$ cat src/adfs_pkg.sv
package adfs_pkg;

   // ****************************************************************
   // register offsets (byte addresses, one word each)
   // ****************************************************************
   localparam logic [7:0] ADFS_OFF_CTRL_ONE   = 8'h00;
   localparam logic [7:0] ADFS_OFF_CTRL_THREE = 8'h04;
   localparam logic [7:0] ADFS_OFF_MAP        = 8'h08;
   localparam logic [7:0] ADFS_OFF_OST_ZERO   = 8'h0c;
   localparam logic [7:0] ADFS_OFF_OST_ONE    = 8'h10;
   localparam logic [7:0] ADFS_OFF_OST_THREE  = 8'h14;
   localparam logic [7:0] ADFS_OFF_STATUS     = 8'h18;

   // ****************************************************************
   // field positions
   // ****************************************************************
   localparam int ADFS_CLIP_LEVEL_FIELD_LSB   = 0;  // control_one [1:0] clip level
   localparam int ADFS_TWLIM_LSB  = 2;  // control_one [3:2] thermal warning limit
   localparam int ADFS_HCL_BIT    = 0;  // control_three
   localparam int ADFS_TW_BIT     = 1;  // control_three
   localparam int ADFS_STANDBY_BIT_BIT   = 2;  // control_three
   localparam int ADFS_LCTM_BIT   = 0;  // map
   localparam int ADFS_CLPEN0_BIT = 1;  // map: clip onto clip_load pin
   localparam int ADFS_CLPEN1_BIT = 2;  // map: clip onto mute_clip pin
   localparam int ADFS_ST_TWARN   = 0;  // status
   localparam int ADFS_ST_TSHDN   = 1;
   localparam int ADFS_ST_PUMP_UNDERVOLTAGE_FLAG    = 2;
   localparam int ADFS_ST_UV_N    = 3;
   localparam int ADFS_ST_OV_N    = 4;
   localparam int ADFS_ST_OVLAT   = 5;

   // ****************************************************************
   // reset values
   // ****************************************************************
   localparam logic [3:0] ADFS_RST_CTRL_ONE   = 4'h0;
   localparam logic [2:0] ADFS_RST_CTRL_THREE = 3'h5;  // hcl=1, tw=0, standby=1
   localparam logic [2:0] ADFS_RST_MAP        = 3'h0;

   // temperature comparator taps: 110,120,130,140,150 degrees
   localparam int ADFS_TEMP_140 = 3;
   localparam int ADFS_TEMP_150 = 4;

   // ****************************************************************
   // carriers
   // ****************************************************************
   typedef struct packed {
      logic [3:0]  cur_short;   // load current above short threshold
      logic [3:0]  cur_tweet;   // load current above tweeter threshold
      logic [15:0] clip;        // [level*4+ch] clipping at that level
      logic [3:0]  offset_hi;   // offset above threshold
      logic [4:0]  temp_over;   // junction above each tap
      logic        pump_low;    // hold voltage below 3.45 V
      logic        pump_ok;     // hold voltage above 3.75 V
      logic        supply_low;  // supply below 6 V
      logic        supply_high; // supply overvoltage
   } adfs_mon_t;

   localparam int ADFS_MON_W = $bits(adfs_mon_t);

   typedef struct packed {
      logic        cyc;
      logic        stb;
      logic        we;
      logic [31:0] adr;
      logic [3:0]  sel;
      logic [31:0] dat;
   } adfs_wb_req_t;

   typedef struct packed {
      logic        ack;
      logic [31:0] dat;
   } adfs_wb_rsp_t;

   typedef struct packed {
      logic out;
      logic oe_n;
   } adfs_pin_t;

   typedef enum logic [1:0] {
      ADFS_TH_RUN  = 2'b01,
      ADFS_TH_SHDN = 2'b10
   } adfs_th_t;

endpackage

$ cat src/adfs_diag.sv
// Our own choices: the register addresses and the Wishbone interface to the registers.
module adfs_diag
   import adfs_pkg::*;
(
   // clock and reset
   input  wire logic                    clk_i,
   input  wire logic                    reset_i,
   // register bus
   input  wire adfs_pkg::adfs_wb_req_t  wb_req_i,
   output      adfs_pkg::adfs_wb_rsp_t  wb_rsp_o,
   // analog comparator monitors
   input  wire adfs_pkg::adfs_mon_t     mon_i,
   // controls to the power stage
   output      logic                    hcl_sel_o,
   output      logic                    channels_off_o,
   output      logic                    outputs_tristate_o,
   output      logic                    outputs_midsupply_o,
   output      logic                    standby_o,
   // open-drain pins
   output      adfs_pkg::adfs_pin_t     clip_load_pin_o,
   output      adfs_pkg::adfs_pin_t     mute_clip_pin_o,
   output      adfs_pkg::adfs_pin_t     fault_pin_o
);
   import adfs_pkg::*;

   // ****************************************************************
   // helpers
   // ****************************************************************
   // picks one of four bits by a two-bit select
   function automatic logic pick4(input logic [3:0] v, input logic [1:0] s);
      pick4 = v[s];
   endfunction

   // ****************************************************************
   // synchroniser
   // ****************************************************************
   logic [ADFS_MON_W-1:0] sync1_r;
   logic [ADFS_MON_W-1:0] sync2_r;
   adfs_mon_t             mon;

   // two flops per bit; only sync2 is looked at by the logic
   always_ff @(posedge clk_i or posedge reset_i)
   begin
      if (reset_i)
      begin
         sync1_r <= '0;
         sync2_r <= '0;
      end
      else
      begin
         sync1_r <= mon_i;
         sync2_r <= sync1_r;
      end
   end

   assign mon = adfs_mon_t'(sync2_r);

   // ****************************************************************
   // control registers
   // ****************************************************************
   logic [3:0] ctrl_one_r;
   logic [2:0] ctrl_three_r;
   logic [2:0] map_r;
   logic       ov_latch_r;
   logic       ack_r;
   logic [31:0] rdat_r;

   wire [7:0] adr_w     = wb_req_i.adr[7:0];
   wire       req_w     = wb_req_i.cyc & wb_req_i.stb & ~ack_r;
   wire       wr_w      = req_w & wb_req_i.we & wb_req_i.sel[0];
   wire       wr_c1_w   = wr_w & (adr_w == ADFS_OFF_CTRL_ONE);
   wire       wr_c3_w   = wr_w & (adr_w == ADFS_OFF_CTRL_THREE);
   wire       wr_map_w  = wr_w & (adr_w == ADFS_OFF_MAP);

   wire [1:0] clip_level_field_w    = ctrl_one_r[ADFS_CLIP_LEVEL_FIELD_LSB +: 2];
   wire [1:0] twlim_w   = ctrl_one_r[ADFS_TWLIM_LSB +: 2];
   wire       tw_sel_w  = ctrl_three_r[ADFS_TW_BIT];
   wire       lctm_w    = map_r[ADFS_LCTM_BIT];

   // ****************************************************************
   // live status decode
   // ****************************************************************
   logic [3:0] load_w;
   logic [3:0] clip_w;

   genvar ch;
   generate
      for (ch = 0; ch < 4; ch++)
      begin : g_ch
         // tweeter select picks the lower threshold comparator
         assign load_w[ch] = tw_sel_w ? mon.cur_tweet[ch]
                                      : mon.cur_short[ch];
         // clip level chooses which distortion comparator reports
         assign clip_w[ch] = pick4({mon.clip[12+ch], mon.clip[8+ch],
                                    mon.clip[4+ch], mon.clip[ch]}, clip_level_field_w);
      end
   endgenerate

   wire twarn_w = pick4(mon.temp_over[3:0], twlim_w);
   wire any_load_w = |load_w;
   wire any_clip_w = |clip_w;

   // ****************************************************************
   // thermal shutdown state machine
   // ****************************************************************
   adfs_th_t th_r;
   adfs_th_t th_nxt;

   // hysteresis: trip at 150, release only below 140
   always_comb
   begin
      th_nxt = th_r;
      case (th_r)
         ADFS_TH_RUN:
         begin
            if (mon.temp_over[ADFS_TEMP_150])
               th_nxt = ADFS_TH_SHDN;
         end
         ADFS_TH_SHDN:
         begin
            if (!mon.temp_over[ADFS_TEMP_140])
               th_nxt = ADFS_TH_RUN;
         end
         default:
            th_nxt = ADFS_TH_RUN;
      endcase
   end

   // ****************************************************************
   // pump undervoltage hysteresis
   // ****************************************************************
   logic pump_undervoltage_flag_r;
   logic pump_undervoltage_flag_nxt;

   // set below the low trip, held until the high trip is passed
   assign pump_undervoltage_flag_nxt = mon.pump_low ? 1'b1 : (mon.pump_ok ? 1'b0 : pump_undervoltage_flag_r);

   // ****************************************************************
   // control register writes
   // ****************************************************************
   // standby: overvoltage sets it and wins over a clearing write
   wire       standby_bit_wr_w  = wr_c3_w ? wb_req_i.dat[ADFS_STANDBY_BIT_BIT] : ctrl_three_r[ADFS_STANDBY_BIT_BIT];
   wire       standby_bit_nxt_w = mon.supply_high | standby_bit_wr_w;
   wire [2:0] c3_nxt_w   = wr_c3_w ? {standby_bit_nxt_w, wb_req_i.dat[1:0]}
                                   : {standby_bit_nxt_w, ctrl_three_r[1:0]};
   // the latch only drops once the host clears standby with the supply back
   wire       ov_nxt_w   = mon.supply_high |
                           (ov_latch_r & ~(wr_c3_w & ~wb_req_i.dat[ADFS_STANDBY_BIT_BIT]));

   // thermal shutdown leaves these untouched, so settings survive it
   always_ff @(posedge clk_i or posedge reset_i)
   begin
      if (reset_i)
      begin
         ctrl_one_r   <= ADFS_RST_CTRL_ONE;
         ctrl_three_r <= ADFS_RST_CTRL_THREE;
         map_r        <= ADFS_RST_MAP;
         ov_latch_r   <= 1'b0;
      end
      else
      begin
         if (wr_c1_w)
            ctrl_one_r <= wb_req_i.dat[3:0];
         if (wr_map_w)
            map_r <= wb_req_i.dat[2:0];
         ctrl_three_r <= c3_nxt_w;
         ov_latch_r   <= ov_nxt_w;
      end
   end

   // ****************************************************************
   // register read mux
   // ****************************************************************
   wire [5:0] status_w = {ov_latch_r, ~mon.supply_high, ~mon.supply_low,
                          pump_undervoltage_flag_r, (th_r == ADFS_TH_SHDN), twarn_w};
   logic [31:0] rd_w;

   // unmapped addresses read zero but are still acknowledged
   always_comb
   begin
      case (adr_w)
         ADFS_OFF_CTRL_ONE:   rd_w = {28'h0000000, ctrl_one_r};
         ADFS_OFF_CTRL_THREE: rd_w = {29'h00000000, ctrl_three_r};
         ADFS_OFF_MAP:        rd_w = {29'h00000000, map_r};
         ADFS_OFF_OST_ZERO:   rd_w = {28'h0000000, clip_w};
         ADFS_OFF_OST_ONE:    rd_w = {28'h0000000, load_w};
         ADFS_OFF_OST_THREE:  rd_w = {28'h0000000, mon.offset_hi};
         ADFS_OFF_STATUS:     rd_w = {26'h0000000, status_w};
         default:             rd_w = 32'h00000000;
      endcase
   end

   // one wait state: ack the edge after the request is seen
   always_ff @(posedge clk_i or posedge reset_i)
   begin
      if (reset_i)
      begin
         ack_r  <= 1'b0;
         rdat_r <= 32'h00000000;
      end
      else
      begin
         ack_r  <= req_w;
         rdat_r <= req_w ? rd_w : 32'h00000000;
      end
   end

   // ****************************************************************
   // status state and pin drive
   // ****************************************************************
   wire cl0_low_w  = (lctm_w & any_load_w) |
                     (map_r[ADFS_CLPEN0_BIT] & any_clip_w);
   wire cl1_low_w  = map_r[ADFS_CLPEN1_BIT] & any_clip_w;
   wire flt_low_w  = mon.supply_low | mon.supply_high;

   logic cl0_oe_n_r;
   logic cl1_oe_n_r;
   logic flt_oe_n_r;
   logic chan_off_r;
   logic tri_r;
   logic mid_r;

   // all live flags refresh every cycle; only mid_r, which follows the overvoltage latch, waits on the host
   always_ff @(posedge clk_i or posedge reset_i)
   begin
      if (reset_i)
      begin
         th_r       <= ADFS_TH_RUN;
         pump_undervoltage_flag_r     <= 1'b0;
         cl0_oe_n_r <= 1'b1;
         cl1_oe_n_r <= 1'b1;
         flt_oe_n_r <= 1'b1;
         chan_off_r <= 1'b0;
         tri_r      <= 1'b0;
         mid_r      <= 1'b0;
      end
      else
      begin
         th_r       <= th_nxt;
         pump_undervoltage_flag_r     <= pump_undervoltage_flag_nxt;
         cl0_oe_n_r <= ~cl0_low_w;
         cl1_oe_n_r <= ~cl1_low_w;
         flt_oe_n_r <= ~flt_low_w;
         chan_off_r <= (th_nxt == ADFS_TH_SHDN);
         tri_r      <= pump_undervoltage_flag_nxt | mon.supply_low;
         mid_r      <= ov_nxt_w;
      end
   end

   // ****************************************************************
   // outputs
   // ****************************************************************
   // open-drain pins only ever pull low, so the data bit stays zero
   assign clip_load_pin_o     = '{out: 1'b0, oe_n: cl0_oe_n_r};
   assign mute_clip_pin_o     = '{out: 1'b0, oe_n: cl1_oe_n_r};
   assign fault_pin_o         = '{out: 1'b0, oe_n: flt_oe_n_r};
   assign wb_rsp_o            = '{ack: ack_r, dat: rdat_r};
   assign hcl_sel_o           = ctrl_three_r[ADFS_HCL_BIT];
   assign standby_o           = ctrl_three_r[ADFS_STANDBY_BIT_BIT];
   assign channels_off_o      = chan_off_r;
   assign outputs_tristate_o  = tri_r;
   assign outputs_midsupply_o = mid_r;

endmodule

$ cat config.mk
export PLATFORM = sky130hd
export DESIGN_NAME = adfs_diag
export DESIGN_NICKNAME = d
export VERILOG_FILES = /design/src/adfs_pkg.sv /design/src/adfs_diag.sv
export SDC_FILE = /design/constraint.sdc
export NUM_CORES = 1
export LEC_CHECK = 0
export ABC_CLOCK_PERIOD_IN_PS = 5100
export BUFFER_PORTS_ARGS = -buffer_cell sky130_fd_sc_hd__buf_2
export CORE_AREA = 2 2 93 86
export CTS_CLUSTER_DIAMETER = 120
export DETAILED_ROUTE_END_ITERATION = 16
export DIE_AREA = 0 0 95 88
export GPL_TIMING_DRIVEN = 0
export PLACE_DENSITY_LB_ADDON = 0.25
export SYNTH_ARGS = -nofsm -noshare
export SYNTH_HDL_FRONTEND = slang
export SYNTH_SLANG_ARGS = --single-unit
$ cat constraint.sdc
create_clock -name clk_i -period 5.1 [get_ports clk_i]
set_input_delay 1.02 -clock clk_i [delete_from_list [all_inputs] [get_ports clk_i]]
set_output_delay 1.02 -clock clk_i [all_outputs]
set_load 0.03 [all_outputs]
==> flow_metrics.tcl <==
set metrics [dict create \
    drv_slew 0 \
    overflow 0 \
    row_cnt 30 \
    path_max_fanout 4 \
    mappedNetlistArea_mm2 0.00357 \
    maxClockFrequency_mhz 427 \
    final_hold_viol_count 0 \
    fin_hold_ws_ns 0.348 \
    rr_startpoint "ack_r" \
    fin_setup_tns_ns 0 \
    async_flop_share_pct 100 \
    grt_start_max_net_pins 56 \
    gp_routability_congestion 0.811 \
    synth_flop_cell "dfrtp_1" \
    syn_to_final_growth_pct 21.8 \
    route.top_layer_used "met4" \
    routed_wire_length_per_instance_um 12.8 \
    synthesis.area_per_instance_um2 14.4 \
    clock_path_buffers 2 \
    setup.worst_path.start_class "input pin" \
    antenna_cells_inserted 0 \
    clock_sinks 100 \
    design.final.nets 469 \
    r2r_setup_slack_ns 3.21 \
    cts-htree-levels 3 \
    multi_input_comb_area_um2 842 \
    ys_seq_elements 100 \
    syn_inst 248 \
    worstSkewPairLatency_ns 0.35 \
    finalWirelength_mm 5.86 \
    ff_latch_area_mm2 0.00251 \
    coreArea_mm2 0.00739 \
    wl_met1_mm 2.63 \
    total_leakage_power_nw 2.17 \
    grt_pass1_vias 1960 \
    rsz0062_at_grt "false" \
    drt_pass1_iterations 4 \
    fin_util_pct 58.7 \
    io-pin-count 154 \
    first_iter_violations 154 \
    floorplan.initialDensity_pct 48.2 \
    worstMarginPinSlew_ns 0.668 \
    number_of_enable_type_register_cells_in_the_synthesized_netlist 0 \
    crit_chain "buf_2, nor3_1, nand4_1, nor3_1, mux2_2" \
    hold_path_class "reg2reg" \
    hold_path.startpoint "sync1_r[6]" \
    worst_slew_margin_rel_pct 55.1 \
    arrival_time_reported_for_the_critical_path_endpoint_ns 2.58 \
    via_per_inst 4.52 \
    cts_post_setup_buffers_inserted 0 \
    count_of_unique_library_cells_instantiated_by_yosys 36 \
    port_buffers 69 \
    drive_above_1_share_pct 39.3 \
    nFillCells 622 \
    maxCapViolCount 0 \
    finalCritPeriodShare_pct 45.9 \
    clkSlewWorstSetupHoldPaths_ns 0.09 \
    synthesis.yosys.warnings 0 \
    detailroute.wirelength.met3_um 473 \
    power_density_mw_per_mm2 339 \
    grt_use_total_pct 15.3 \
    ant_nets 0 \
    cp-end-kind "flip-flop" \
    tritoncts.num_buffers 9 \
    post-place-cells 442 \
    most-common-layout-cells "dfrtp_1 (94), buf_2 (69), buf_4 (33)" \
    global_route_wire_length_before_repair_mm 9.45 \
    timing.critical_path.slowest_cell_delay_ns 0.55 \
    stdcell_count 457 \
    final_period_minus_worst_setup_slack_ns 2.34 \
    mostFrequentLayoutCell "dfrtp_1" \
    synth-seq-area-share_pct 70.4 \
    cts.repair.resized 0 \
    chipWidth_um 95 \
    dp.final_hpwl_mm 4.35 \
    floorplan.die.height_um 88 \
    required_ns 5.34 \
    worst_clock_skew_ns 0.00918 \
    setup_viol 0 \
    timing.critical_path.from "wb_req_i[37]" \
    timing.critical_path.mode_cell "nor3_1" \
    run_status "completed" \
    cts_tree "built" \
    met2WireLength_mm 2.67 \
    antenna_found_initial 0 \
    dieArea_mm2 0.00836 \
    post-route-drc-count 0 \
    vias 2065 \
    power.ir.vdd_worst_v 0.000214 \
    critPathSlowestCell "nor3_1" \
    setup.worst_path.class "in2reg" \
    hold_buffers 0 \
    ctsRootBufferMaster "clkbuf_8" \
]
synth_stat cells (2+ instances only):
cell	n	area share (%)
nor2b_1	7	1.2
o21ai_0	10	1.4
nor2_1	8	0.84
nand2_1	5	0.53
clkbuf_1	4	0.42
a21o_1	2	0.42
nor3_1	5	0.70
a21oi_1	7	0.98
mux2_2	8	2.5
inv_1	12	1.3
ha_1	2	0.70
o32ai_1	2	0.49
a211oi_1	3	0.63
a211o_1	3	0.74
nand2b_1	3	0.53
and3b_1	2	0.49
nand3_1	2	0.28
buf_4	33	6.9
a22oi_1	3	0.63
mux4_2	5	3.2
mux2i_1	3	0.84
nand4_1	3	0.53
dfrtp_1	94	66
dfstp_2	6	4.4
nor4_1	5	0.88
stage by stage:
stage / total power [mW] / instance area (um2) / worst slack, ns
final: 1.47 / 4340 / 2.76
after floorplan: 0.988 / 3670 / 1.47
after global placement: 1.03 / 4140 / 0.590
after global routing: 1.55 / 4340 / 2.68
after CTS: 1.49 / 4340 / 2.78
after detailed placement: 1.04 / 4170 / 2.40
logic make-up (layout without fill, tap and decap cells):
family / after synthesis / in the layout / share of synthesized area [%]
AO/OA/AOI/OAI: 34 / 34 / 6.18
multiplexers: 16 / 16 / 6.53
AND/OR/NAND/NOR: 45 / 45 / 7.16
buffers and inverters: 50 / 135 / 8.95
other: 1 / 29 / 0.105
flip-flops: 100 / 100 / 70.4
adder cells (fa/ha/maj): 2 / 2 / 0.702
critical path, delay by kind of cell:
kind | cells | cell delay [ns]
buffers and inverters | 1 | 0.11
muxes | 1 | 0.41
and+or+nand+nor | 3 | 1.04
registers in the layout, summed over array words and instances, names as in the netlist:
signal / flops
ctrl_one_r: 4
cl0_oe_n_r: 1
sync1_r: 37
pump_undervoltage_flag_r: 1
map_r: 3
channels_off_o: 1
rdat_r: 6
ctrl_three_r: 3
outputs_midsupply_o: 1
outputs_tristate_o: 1
mon: 37
flt_oe_n_r: 1
th_r: 2
ack_r: 1
cl1_oe_n_r: 1
area by class of cell:
type                            count  area share [%]
Buffer                             38            6.31
Clock buffer                       12            3.57
Clock inverter                      3           0.490
Inverter                           12            1.09
Multi-Input combinational cell    126            19.4
Sequential cell                   100            57.8
Tap cell                           96            2.77
Timing Repair Buffer               70            8.59
power breakdown:
group / switching, mW / internal [mW] / total (mW)
combinational: 0.107 / 0.0677 / 0.174
clock: 0.244 / 0.203 / 0.447
sequential: 0.0148 / 0.838 / 0.852
total: 0.366 / 1.11 / 1.47
final timing paths:
path,cells after the start,endpoint
hold reg to reg,0,mon[6]
min in group asynchronous,2,ctrl_three_r[1]
setup reg to reg,4,ctrl_one_r[0]
setup / recovery,5,ctrl_one_r[0]
max in group asynchronous,3,flt_oe_n_r
hold / removal,0,mon[6]
layer usage:
layer	vias to the layer above	track usage, %
li1	1003	-
met1	960	20.9
met2	95	23.5
met3	7	3.96
met4	0	7.11
met5	-	0
Note: power is estimated with default switching activity, not from simulation.
